### src/include/clamp_params.svh
// Register offsets, field positions, reset values and counts of the
// clamp and black-level configuration block.
// Assumes inclusion by bare name from the modules.
`ifndef CLAMP_PARAMS_SVH
`define CLAMP_PARAMS_SVH

// ----------------------------------------------------------------------
// Register offsets
// ----------------------------------------------------------------------
`define OFF_INPUT_CLAMP   8'h05
`define OFF_CLAMP_DELAY   8'h06
`define OFF_REF_CONFIG    8'h07
`define OFF_LOOP_CONTROL  8'h08
`define OFF_OFFSET_DAC_0  8'h10
`define OFF_OFFSET_DAC_1  8'h11
`define OFF_OFFSET_DAC_2  8'h12

// ----------------------------------------------------------------------
// Reset values
// ----------------------------------------------------------------------
`define RST_INPUT_CLAMP   8'h00
`define RST_CLAMP_DELAY   8'h27
`define RST_REF_CONFIG    8'h20
`define RST_LOOP_CONTROL  8'h00
`define RST_OFFSET_DAC    8'h00

// ----------------------------------------------------------------------
// Field positions
// ----------------------------------------------------------------------
`define IC_WIDTH_HI       3
`define IC_WIDTH_LO       2
`define IC_ENABLE         1
`define IC_GATING         0
`define RC_SELECT_HI      5
`define RC_SELECT_LO      4
`define RC_DAC_HI         3
`define RC_DAC_LO         0
`define LC_LINES_HI       7
`define LC_LINES_LO       6
`define LC_PIXELS_HI      5
`define LC_PIXELS_LO      4
`define LC_DIVIDE_HI      3
`define LC_DIVIDE_LO      2
`define LC_MODE_HI        1
`define LC_MODE_LO        0

// ----------------------------------------------------------------------
// Counts
// ----------------------------------------------------------------------
`define BASE_PIXELS       6'h04
`define BASE_DIVIDE       7'h08
`define LINES_CODE1       6'h0f
`define LINES_CODE2       6'h1f
`define LINES_CODE3       6'h3f

`endif

### src/include/clamp_pkg.sv
// Types shared by the clamp and black-level configuration block.
// Assumes clamp_params.svh on the include path.
package clamp_pkg;

   // -------------------------------------------------------------------
   // Pulse timer states
   // -------------------------------------------------------------------
   typedef enum logic [2:0] {
      T_IDLE   = 3'b001,
      T_WAIT   = 3'b010,
      T_ACTIVE = 3'b100
   } timer_state_t;

   typedef enum logic [1:0] {
      BC_OFF   = 2'h0,
      BC_LINE  = 2'h1,
      BC_CLAMP = 2'h2,
      BC_RSVD  = 2'h3
   } black_mode_t;

   // Timing request handed to a pulse timer
   typedef struct packed {
      logic       trigger;
      logic       clear;
      logic [7:0] delay;
      logic [5:0] width;
   } pulse_req_t;

endpackage : clamp_pkg

### src/verilog/pulse_timer.sv
// Delayed pulse of programmable width, counted in pixel clocks.
// Assumes one pixel per clock and trigger/clear as one-cycle levels.
`timescale 1ns/1ps
`include "clamp_params.svh"

module pulse_timer
   import clamp_pkg::*;
(
   input  wire logic       clk,
   input  wire logic       rst_n,
   input  wire pulse_req_t req,
   output logic            pulse
);

   timer_state_t state_reg;
   timer_state_t state_next;
   logic [7:0]   cnt_reg;
   logic [7:0]   cnt_next;
   logic [5:0]   wcnt_reg;
   logic [5:0]   wcnt_next;

   assign pulse = (state_reg == T_ACTIVE);

   // -------------------------------------------------------------------
   // Sequencer
   // -------------------------------------------------------------------
   always_comb begin
      state_next = state_reg;
      cnt_next   = cnt_reg;
      wcnt_next  = wcnt_reg;
      if (req.clear) begin
         state_next = T_IDLE;
      end else if (req.trigger) begin
         state_next = T_WAIT;
         cnt_next   = req.delay;
      end else begin
         case (state_reg)
            T_IDLE: begin
            end
            T_WAIT: begin
               if (cnt_reg == 8'h00) begin
                  state_next = T_ACTIVE;
                  wcnt_next  = req.width - 6'h01;
               end else begin
                  cnt_next = cnt_reg - 8'h01;
               end
            end
            T_ACTIVE: begin
               if (wcnt_reg == 6'h00) begin
                  state_next = T_IDLE;
               end else begin
                  wcnt_next = wcnt_reg - 6'h01;
               end
            end
            default: state_next = T_IDLE;
         endcase
      end
   end

   always_ff @(posedge clk or negedge rst_n) begin
      if (!rst_n) begin
         state_reg <= T_IDLE;
         cnt_reg   <= 8'h00;
         wcnt_reg  <= 6'h00;
      end else begin
         state_reg <= state_next;
         cnt_reg   <= cnt_next;
         wcnt_reg  <= wcnt_next;
      end
   end
endmodule : pulse_timer

### src/verilog/line_counter.sv
// Counts line starts for the correction loop and flags when it runs.
// Assumes line_evt is a one-cycle pulse per line.
`timescale 1ns/1ps
`include "clamp_params.svh"

module line_counter
   import clamp_pkg::*;
(
   input  wire logic       clk,
   input  wire logic       rst_n,
   input  wire logic       clear,
   input  wire logic       line_evt,
   input  wire logic [1:0] lines_code,
   output logic [5:0]      count,
   output logic            active
);

   logic [5:0] count_reg;
   logic [5:0] limit;

   assign limit  = (lines_code == 2'h1) ? `LINES_CODE1 :
                   (lines_code == 2'h2) ? `LINES_CODE2 : `LINES_CODE3;
   assign active = (lines_code == 2'h0) || (count_reg < limit);
   assign count  = count_reg;

   always_ff @(posedge clk or negedge rst_n) begin
      if (!rst_n) begin
         count_reg <= 6'h00;
      end else if (clear) begin
         count_reg <= 6'h00;
      end else if (line_evt && count_reg != `LINES_CODE3) begin
         count_reg <= count_reg + 6'h01;
      end
   end
endmodule : line_counter

### src/verilog/clamp_pulse_black_level_config.sv
// Input clamp pulse generator, clamp reference selection and
// black-level correction loop configuration.
// Assumes one pixel per CLK, synchronous inputs, a plain register port.
//
// Operation
// - Clamp pulse width code 00..11 gives 4, 8, 16, 32 pixels.
// - Auto-clamp enable 0 makes no pulse; 1 makes it after line start.
// - Gating bit 1 ANDs pulse with sampling strobe; 0 passes it ungated.
// - Pulse delay after line-start fall from 8-bit register, default 0x27.
// - Source select: 00 external, 01 DAC, 10 ladder (default), 11 reserved.
// - Reference DAC driven from low nibble of reference register.
// - Loop line count: 00 infinite, 01 15, 10 31, 11 63 lines.
// - Any write to loop control clears the loop line counter.
// - Each line-start pulse without a counter clear in the same cycle begins a new counted line, until the count holds at 63.
// - Averaged pixel count: 00..11 give 4, 8, 16, 32 pixels.
// - Offset DAC registers ignore writes while black clamp mode is not 00 (01, 10 or reserved 11).
// - Black clamp mode: 00 off, 01 from line start, 10 from clamp pulse.
`timescale 1ns/1ps
`include "clamp_params.svh"

module clamp_pulse_black_level_config
   import clamp_pkg::*;
#(
   parameter logic [7:0] BLACK_DELAY = 8'h00
)(
   input  wire logic       CLK,
   input  wire logic       RESET_N,
   input  wire logic       SOFT_RESET,
   input  wire logic [7:0] ADDR,
   input  wire logic [7:0] WDATA,
   input  wire logic       WR,
   input  wire logic       RD,
   output logic      [7:0] RDATA,
   input  wire logic       LINE_START,
   input  wire logic       SAMPLE,
   output logic            INPUT_CLAMP,
   output logic            GATED_CLAMP,
   output logic            BLACK_CLAMP,
   output logic      [1:0] REF_SELECT,
   output logic      [3:0] REF_DAC,
   output logic      [5:0] AVG_PIXELS,
   output logic      [6:0] INTEG_DIVIDE,
   output logic            LOOP_ACTIVE,
   output logic      [7:0] OFFSET_DAC_0,
   output logic      [7:0] OFFSET_DAC_1,
   output logic      [7:0] OFFSET_DAC_2
);

   // -------------------------------------------------------------------
   // Registers and decode
   // -------------------------------------------------------------------
   logic [3:0]  in_clamp_reg;
   logic [7:0]  delay_reg;
   logic [5:0]  ref_reg;
   logic [7:0]  loop_reg;
   logic [7:0]  offset_reg [3];
   logic [7:0]  rdata_reg;
   logic [7:0]  rdata_next;
   logic        line_prev_reg;
   logic        clamp_prev_reg;
   logic        sel_in_clamp;
   logic        sel_delay;
   logic        sel_ref;
   logic        sel_loop;
   logic [2:0]  sel_offset;
   logic        wr_loop;
   logic        line_fall;
   logic        clamp_fall;
   logic        auto_en;
   logic        gate_en;
   logic [1:0]  width_code;
   black_mode_t black_mode;
   logic        black_on;
   logic        offset_lock;
   logic        in_pulse;
   logic        blk_pulse;
   logic [5:0]  line_count;
   pulse_req_t  in_req;
   pulse_req_t  blk_req;

   assign sel_in_clamp  = (ADDR == `OFF_INPUT_CLAMP);
   assign sel_delay     = (ADDR == `OFF_CLAMP_DELAY);
   assign sel_ref       = (ADDR == `OFF_REF_CONFIG);
   assign sel_loop      = (ADDR == `OFF_LOOP_CONTROL);
   assign sel_offset[0] = (ADDR == `OFF_OFFSET_DAC_0);
   assign sel_offset[1] = (ADDR == `OFF_OFFSET_DAC_1);
   assign sel_offset[2] = (ADDR == `OFF_OFFSET_DAC_2);
   assign wr_loop       = WR && sel_loop;

   assign auto_en    = in_clamp_reg[`IC_ENABLE];
   assign gate_en    = in_clamp_reg[`IC_GATING];
   assign width_code = in_clamp_reg[`IC_WIDTH_HI:`IC_WIDTH_LO];
   assign black_mode = black_mode_t'(loop_reg[`LC_MODE_HI:`LC_MODE_LO]);
   assign black_on   = (black_mode == BC_LINE) || (black_mode == BC_CLAMP);
   assign offset_lock = (black_mode != BC_OFF);

   // -------------------------------------------------------------------
   // Register writes
   // -------------------------------------------------------------------
   always_ff @(posedge CLK or negedge RESET_N) begin
      if (!RESET_N) begin
         in_clamp_reg <= 4'(`RST_INPUT_CLAMP);
         delay_reg    <= `RST_CLAMP_DELAY;
         ref_reg      <= 6'(`RST_REF_CONFIG);
         loop_reg     <= `RST_LOOP_CONTROL;
      end else if (SOFT_RESET) begin
         in_clamp_reg <= 4'(`RST_INPUT_CLAMP);
         delay_reg    <= `RST_CLAMP_DELAY;
         ref_reg      <= 6'(`RST_REF_CONFIG);
         loop_reg     <= `RST_LOOP_CONTROL;
      end else if (WR) begin
         if (sel_in_clamp) begin
            in_clamp_reg <= WDATA[3:0];
         end
         if (sel_delay) begin
            delay_reg <= WDATA;
         end
         if (sel_ref) begin
            ref_reg <= WDATA[5:0];
         end
         if (sel_loop) begin
            loop_reg <= WDATA;
         end
      end
   end

   generate
      for (genvar i = 0; i < 3; i++) begin : g_offset
         always_ff @(posedge CLK or negedge RESET_N) begin
            if (!RESET_N) begin
               offset_reg[i] <= `RST_OFFSET_DAC;
            end else if (SOFT_RESET) begin
               offset_reg[i] <= `RST_OFFSET_DAC;
            end else if (WR && sel_offset[i] && !offset_lock) begin
               offset_reg[i] <= WDATA;
            end
         end
      end
   endgenerate

   // -------------------------------------------------------------------
   // Register reads
   // -------------------------------------------------------------------
   always_comb begin
      rdata_next = 8'h00;
      if (sel_in_clamp) begin
         rdata_next = {4'h0, in_clamp_reg};
      end else if (sel_delay) begin
         rdata_next = delay_reg;
      end else if (sel_ref) begin
         rdata_next = {2'h0, ref_reg};
      end else if (sel_loop) begin
         rdata_next = loop_reg;
      end else if (sel_offset[0]) begin
         rdata_next = offset_reg[0];
      end else if (sel_offset[1]) begin
         rdata_next = offset_reg[1];
      end else if (sel_offset[2]) begin
         rdata_next = offset_reg[2];
      end
   end

   always_ff @(posedge CLK or negedge RESET_N) begin
      if (!RESET_N) begin
         rdata_reg <= 8'h00;
      end else begin
         rdata_reg <= RD ? rdata_next : 8'h00;
      end
   end

   assign RDATA = rdata_reg;

   // -------------------------------------------------------------------
   // Edge detection
   // -------------------------------------------------------------------
   always_ff @(posedge CLK or negedge RESET_N) begin
      if (!RESET_N) begin
         line_prev_reg  <= 1'b0;
         clamp_prev_reg <= 1'b0;
      end else begin
         line_prev_reg  <= LINE_START;
         clamp_prev_reg <= in_pulse;
      end
   end

   assign line_fall  = line_prev_reg && !LINE_START;
   assign clamp_fall = clamp_prev_reg && !in_pulse;

   // -------------------------------------------------------------------
   // Input clamp pulse
   // -------------------------------------------------------------------
   // Enable and trigger
   assign in_req.trigger = auto_en && line_fall;
   assign in_req.clear   = !auto_en || SOFT_RESET;
   assign in_req.delay   = delay_reg;
   assign in_req.width   = `BASE_PIXELS << width_code;

   pulse_timer u_input_timer (
      .clk   (CLK),
      .rst_n (RESET_N),
      .req   (in_req),
      .pulse (in_pulse)
   );

   assign INPUT_CLAMP = in_pulse;
   assign GATED_CLAMP = gate_en ? (in_pulse && SAMPLE) : in_pulse;

   // -------------------------------------------------------------------
   // Black level loop
   // -------------------------------------------------------------------
   // Write clears lines
   line_counter u_line_counter (
      .clk        (CLK),
      .rst_n      (RESET_N),
      .clear      (wr_loop || SOFT_RESET),
      .line_evt   (line_fall),
      .lines_code (loop_reg[`LC_LINES_HI:`LC_LINES_LO]),
      .count      (line_count),
      .active     (LOOP_ACTIVE)
   );

   assign blk_req.trigger = (black_mode == BC_LINE) ? line_fall :
                            (black_mode == BC_CLAMP) ? clamp_fall : 1'b0;
   assign blk_req.clear   = !black_on || !LOOP_ACTIVE || SOFT_RESET;
   assign blk_req.delay   = BLACK_DELAY;
   assign blk_req.width   = AVG_PIXELS;

   pulse_timer u_black_timer (
      .clk   (CLK),
      .rst_n (RESET_N),
      .req   (blk_req),
      .pulse (blk_pulse)
   );

   assign BLACK_CLAMP = blk_pulse;

   // -------------------------------------------------------------------
   // Configuration outputs
   // -------------------------------------------------------------------
   // Reference source
   assign REF_SELECT   = ref_reg[`RC_SELECT_HI:`RC_SELECT_LO];
   assign REF_DAC      = ref_reg[`RC_DAC_HI:`RC_DAC_LO];
   assign AVG_PIXELS   = `BASE_PIXELS << loop_reg[`LC_PIXELS_HI:`LC_PIXELS_LO];
   assign INTEG_DIVIDE = `BASE_DIVIDE << loop_reg[`LC_DIVIDE_HI:`LC_DIVIDE_LO];
   assign OFFSET_DAC_0 = offset_reg[0];
   assign OFFSET_DAC_1 = offset_reg[1];
   assign OFFSET_DAC_2 = offset_reg[2];
endmodule : clamp_pulse_black_level_config

### config.mk
export PLATFORM = sky130hd
export DESIGN_NAME = clamp_pulse_black_level_config
export DESIGN_NICKNAME = d
export VERILOG_FILES = /design/src/include/clamp_pkg.sv /design/src/verilog/pulse_timer.sv /design/src/verilog/line_counter.sv /design/src/verilog/clamp_pulse_black_level_config.sv
export VERILOG_INCLUDE_DIRS = /design/src /design/src/include
export SDC_FILE = /design/constraint.sdc
export NUM_CORES = 1
export LEC_CHECK = 0
export BUFFER_PORTS_ARGS = -buffer_cell sky130_fd_sc_hd__buf_2
export CAP_MARGIN = 10
export CORE_MARGIN = 10
export CORE_UTILIZATION = 50
export DETAILED_ROUTE_END_ITERATION = 10
export GPL_ROUTABILITY_DRIVEN = 0
export PLACE_DENSITY = 0.73
export SYNTH_ARGS = -nofsm -noshare
export SYNTH_HDL_FRONTEND = slang
export SYNTH_HIERARCHICAL = 1
export SYNTH_SLANG_ARGS = --single-unit
### constraint.sdc
create_clock -name CLK -period 2.95 [get_ports CLK]
set_input_delay 0.1475 -clock CLK [delete_from_list [all_inputs] [get_ports CLK]]
set_output_delay 0.1475 -clock CLK [all_outputs]
set_load 0.01 [all_outputs]
Word-level counts from Yosys, hierarchy flattened
Cells that the tools add are included.

Register bits after elaboration: 100. Bits of input ports: 23. Output and inout bits: 55.

Add/subtract/negate cells: 7. $lt $le $gt $ge: 1. Eq/ne operators: 30. Shifts and indexed selects: 3. Mux-type cells: 55. Bitwise operators: 4. Reductions and logical operators: 53.

Operators with widths (count): two-way mux 8 bit (26); two-way mux 6 bit (11); nonzero test 2 bit (14); equality test 8 x 3 -> 1 bit, second input constant (3); equality test 8 x 5 -> 1 bit, second input constant (3); two-way mux 3 bit (8); case mux 6 bit (2 select lines) (2); subtractor 6 x 1 -> 6 bit, second input constant (4); case mux 3 bit (3 select lines) (2); logical NOT 8 bit (2); subtractor 8 x 1 -> 8 bit, second input constant (2); logical AND 1 bit (12); logical NOT 6 bit (2); two-way mux 4 bit (3); AND reduction 3 bit (4); << shifter 3 x 2 -> 6 bit, first input constant (2); AND reduction 5 bit (2); equality test 8 x 4 -> 1 bit, second input constant (1); != test 2 bit, second input constant (4); != test 4 x 1 -> 1 bit, second input constant (2); != test 4 x 3 -> 1 bit, second input constant (2); AND reduction 2 bit (4); << shifter 4 x 2 -> 7 bit, first input constant (1); adder 6 x 1 -> 6 bit, second input constant (1); other kinds (14) (36).

Longest topological paths before layout
Depth after elaboration: 10. Gate-level depth with buffers: 12. Mapped depth without buffers: 11.

By module
The synthesis kept the hierarchy.

By module, submodules not included: clamp_pulse_black_level_config (times used 1, cells each 324, area an instance 3200.6 sq um); pulse_timer (u_black_timer) (times used 1, cells each 131, area an instance 1184.9 sq um); pulse_timer (u_input_timer) (times used 1, cells each 124, area an instance 1178.6 sq um); line_counter (times used 1, cells each 38, area an instance 382.9 sq um).

Least setup slack after synthesis
OpenSTA, ideal clock, no wires.

Path kind: register to register. Start point: register u_input_timer.state_reg[0]. End point: register u_black_timer.wcnt_reg[0]. Setup time: 125 ps. Data arrival time: 2677 ps. Path slack: 148 ps. Stages on the path, launching flop included: 10. Path through: dfstp_2 -> or3b_2 -> buf_6 -> clkinv_8 -> o31ai_1 -> clkinv_1 -> a22oi_1 -> or3_4 -> inv_2 -> mux2_4.

RTL lines: from (decl) (line pulse_timer.sv:15) `timer_state_t state_reg;`; from (signal assigned) (line pulse_timer.sv:66) `state_reg <= state_next;`; to (signal assigned) (line pulse_timer.sv:68) `wcnt_reg <= wcnt_next;`; to (decl) (line pulse_timer.sv:19) `logic [5:0] wcnt_reg;`.

==> flow_metrics.env <==
export IMPL_setup_worst_path_class="reg2reg"
export IMPL_worstMarginPinSlew_ns=1.01
export IMPL_dp_hpwl_um=11100
export IMPL_synth_seq_cells=100
export IMPL_die_w_um=129
export IMPL_ys_warnings_count=6
export IMPL_place_area_sq_um=6450
export IMPL_whs_ns=-0.0501
export IMPL_tritoncts="built"
export IMPL_die_h_um=129
export IMPL_syn_to_final_growth_pct=14.3
export IMPL_tritoncts_num_buffers=9
export IMPL_grt_start_max_net_pins=80
export IMPL_io_pins=78
export IMPL_r2r_start="loop_reg[7]"
export IMPL_maxSlewViolCount=0
export IMPL_rsz0062_at_grt="true"
export IMPL_postCtsSetupRepairBufs=0
export IMPL_switchingPower_mw=0.637
export IMPL_path_max_fanout=7
export IMPL_synth_edf_count=0
export IMPL_clk_pin_slew_ns=0.07
export IMPL_rrSetupSlack_ns=0.15
export IMPL_multi_input_area_sq_um=3220
export IMPL_syn_inst=617
export IMPL_slew_headroom_pct=32.6
export IMPL_start_util_pct=51.6
export IMPL_crit_path_start="loop_reg[7]"
export IMPL_vias_per_cell=5.95
export IMPL_antenna_found_initial=0
export IMPL_violations="negative hold slack"
export IMPL_pre_cts_ws_ns=0.155
export IMPL_hold_violations=34
export IMPL_max_cap_violations=0
export IMPL_synthArstFlopShare_pct=100
export IMPL_hp_class="in2async"
export IMPL_overflow=0
export IMPL_final_period_utilization_pct=94.7
export IMPL_fill_cells=1031
export IMPL_htree_levels=3
export IMPL_syn_area_per_cell_sq_um=9.64
export IMPL_powerDensity_nw_per_um2=418
export IMPL_drt_wirelength_per_cell_um=17.9
export IMPL_power_leakage_nw=3.23
export IMPL_synth_main_ff_cell="dfrtp_1"
export IMPL_reg2regPathDepth=11
export IMPL_p_clk_share_pct=46.1
export IMPL_p_sw_share_pct=22.4
export IMPL_pwr_share_comb_pct=5.4
export IMPL_utilization_pct=59.0
export IMPL_cts_root_buf="clkbuf_16"
export IMPL_internal_power_mw=2.20
export IMPL_worst_slack_ns=0.155
export IMPL_yosysTopAreaCellShare_pct=39.1
export IMPL_fin_area_sq_um=6800
export IMPL_peakVddDrop_mv=0.337
export IMPL_io_buffers=72
export IMPL_ff_latch_area_sq_um=2510
export IMPL_yosys_area_top_type="dfrtp_1"
export IMPL_min_period_ns=2.80
export IMPL_n_antenna_cell=0
export IMPL_setup_violations=0
export IMPL_drcViolationCount=0
export IMPL_cts_sinks=100
export IMPL_worstSkewPairLatency_ns=0.35
export IMPL_endpoint="u_black_timer/wcnt_reg[0]"
export IMPL_clock_skew_ns=0.00655
export IMPL_synth_area_sq_um=5950
export IMPL_nets=736
export IMPL_first_pass_iters=5
export IMPL_ys_types=81
export IMPL_grt_pass1_wl_um=24900
export IMPL_arrival_ns=3.04
export IMPL_num_rows=39
export IMPL_grt_pass1_vias=4907
export IMPL_vias=5041
export IMPL_timing_rr_end="u_black_timer/wcnt_reg[0]"
export IMPL_cts_buffer_depth=2
export IMPL_layout_drive_gt1_share_pct=20.7
export IMPL_drt_wl_total_um=15200
export IMPL_die_area_sq_um=16700
export IMPL_critPathCaptureType="flip-flop"
export IMPL_cp_required_ns=3.19
export IMPL_drtIter0Drc=413
export IMPL_fmax_mhz=358
export IMPL_synthTopCellsByArea="dfrtp_1 (39%), mux2i_1 (7.4%), nor2_1 (5.2%), a21oi_1 (3.3%), dfstp_2 (3.1%)"
export IMPL_seqPwrFrac_pct=48.5
export IMPL_status="finished with violations"
export IMPL_grt_util_all_layers_pct=18.4
export IMPL_core_area_sq_um=11500
export IMPL_start_kind="flip-flop"
export IMPL_ys_seq_area_share_pct=42.2
export IMPL_final_antenna_net_count=0
## layout make-up
type                    instances  area share (%)
clock buffers                  12            3.77
clock inverters                 4            1.07
inverters                      25            1.64
multi-input cells             480            47.3
flip-flops and latches        100            36.9
well taps                     143            2.63
repair buffers                 83            6.59
## per-layer routing
layer	global-route usage [%]	share of wire [%]	up-vias
met5	0	0	-
met4	8.70	2.4	0
met3	3.92	6.9	29
met2	29.6	48	204
met1	23.3	43	2426
li1	-	-	2382
## Yosys cell counts, types with 4 or more instances
library cell	number
o221ai_1	4
nor2b_1	17
dfrtp_1	93
and2_1	7
nand4_1	5
o31ai_1	9
nor3_1	11
a22oi_1	7
ha_1	14
a211o_1	6
clkbuf_1	14
nand2_1	38
or3_1	5
or3b_2	5
nor4_1	5
dfstp_2	7
nand3b_1	7
nand3_1	19
buf_4	12
a31oi_1	4
a21oi_1	39
nand2b_1	5
inv_1	20
or4_1	5
buf_2	6
o21ai_0	30
mux2i_1	44
nor2_1	83
a22o_1	7
o22ai_1	7
## placed cells by master (no fill, tap or decap), drive strengths merged, types with 9 or more instances in the layout
cell    count
dfrtp      93
nor2       83
buf        82
mux2i      44
a21oi      39
nand2      39
o21ai      30
conb       23
inv        22
nand3      19
nor2b      17
ha         14
clkbuf     12
nor3       11
o31ai       9
a22o        9
## repair_timing
item | CTS | global route
hold endpoints to repair | 1 | 0
gates resized for setup | 0 | 1
setup endpoints to repair | 0 | 3
hold buffers | 1 | 0
## power by group through the flow
stage / combinational (mW) / clock, mW / sequential [mW]
2_1_floorplan: 0.0763 / 0 / 1.40
3_3_place_gp: 0.149 / 0 / 1.40
3_5_place_dp: 0.152 / 0 / 1.40
4_1_cts: 0.154 / 1.32 / 1.38
5_1_grt: 0.172 / 1.38 / 1.38
6_report: 0.154 / 1.31 / 1.38
## worst min-delay path by stage
| stage | endpoint |
|---|---|
| 2_1_floorplan | OFFSET_DAC_0[0] |
| 3_3_place_gp | line_prev_reg |
| 3_5_place_dp | line_prev_reg |
| 4_1_cts | u_black_timer/wcnt_reg[0] |
| 5_1_grt | u_black_timer/state_reg[2] |
| 6_report | u_black_timer/wcnt_reg[4] |
## per-stage QoR
step	TNS (ns)	instances	hold slack (ns)	total power, mW
CTS	0	847	0.00906	2.85
finish	0	847	-0.0501	2.84
global placement	0	830	0.273	1.55
floorplan	0	639	-0.148	1.48
detailed placement	0	830	0.274	1.56
global route	-0.144	847	0.0344	2.93
## worst max-delay path, stage by stage, from the launching register on
cell and delay (ns):
dfrtp_1 0.38, inv_1 0.08, ha_1 0.19, ha_1 0.28, a21o_2 0.18, a21oi_1 0.12
or2_2 0.12, nand3b_1 0.17, or2_2 0.41, or3_4 0.38, inv_2 0.08, mux2_4 0.29
## cell families (layout without fill, tap and decap cells)
family / count (synthesis) / count (layout) / synth area share (%)
other: 1 / 23 / 0.0631
xor gates and xnor gates: 5 / 5 / 0.737
adders and majority gates: 14 / 14 / 2.95
and+or+nand+nor: 241 / 241 / 22.7
DFF: 100 / 100 / 42.2
buffers and inverters: 59 / 124 / 5.15
AOI/OAI and AO/OA: 151 / 151 / 18.4
muxes: 46 / 46 / 7.85
(Power assumes the default switching activity.)
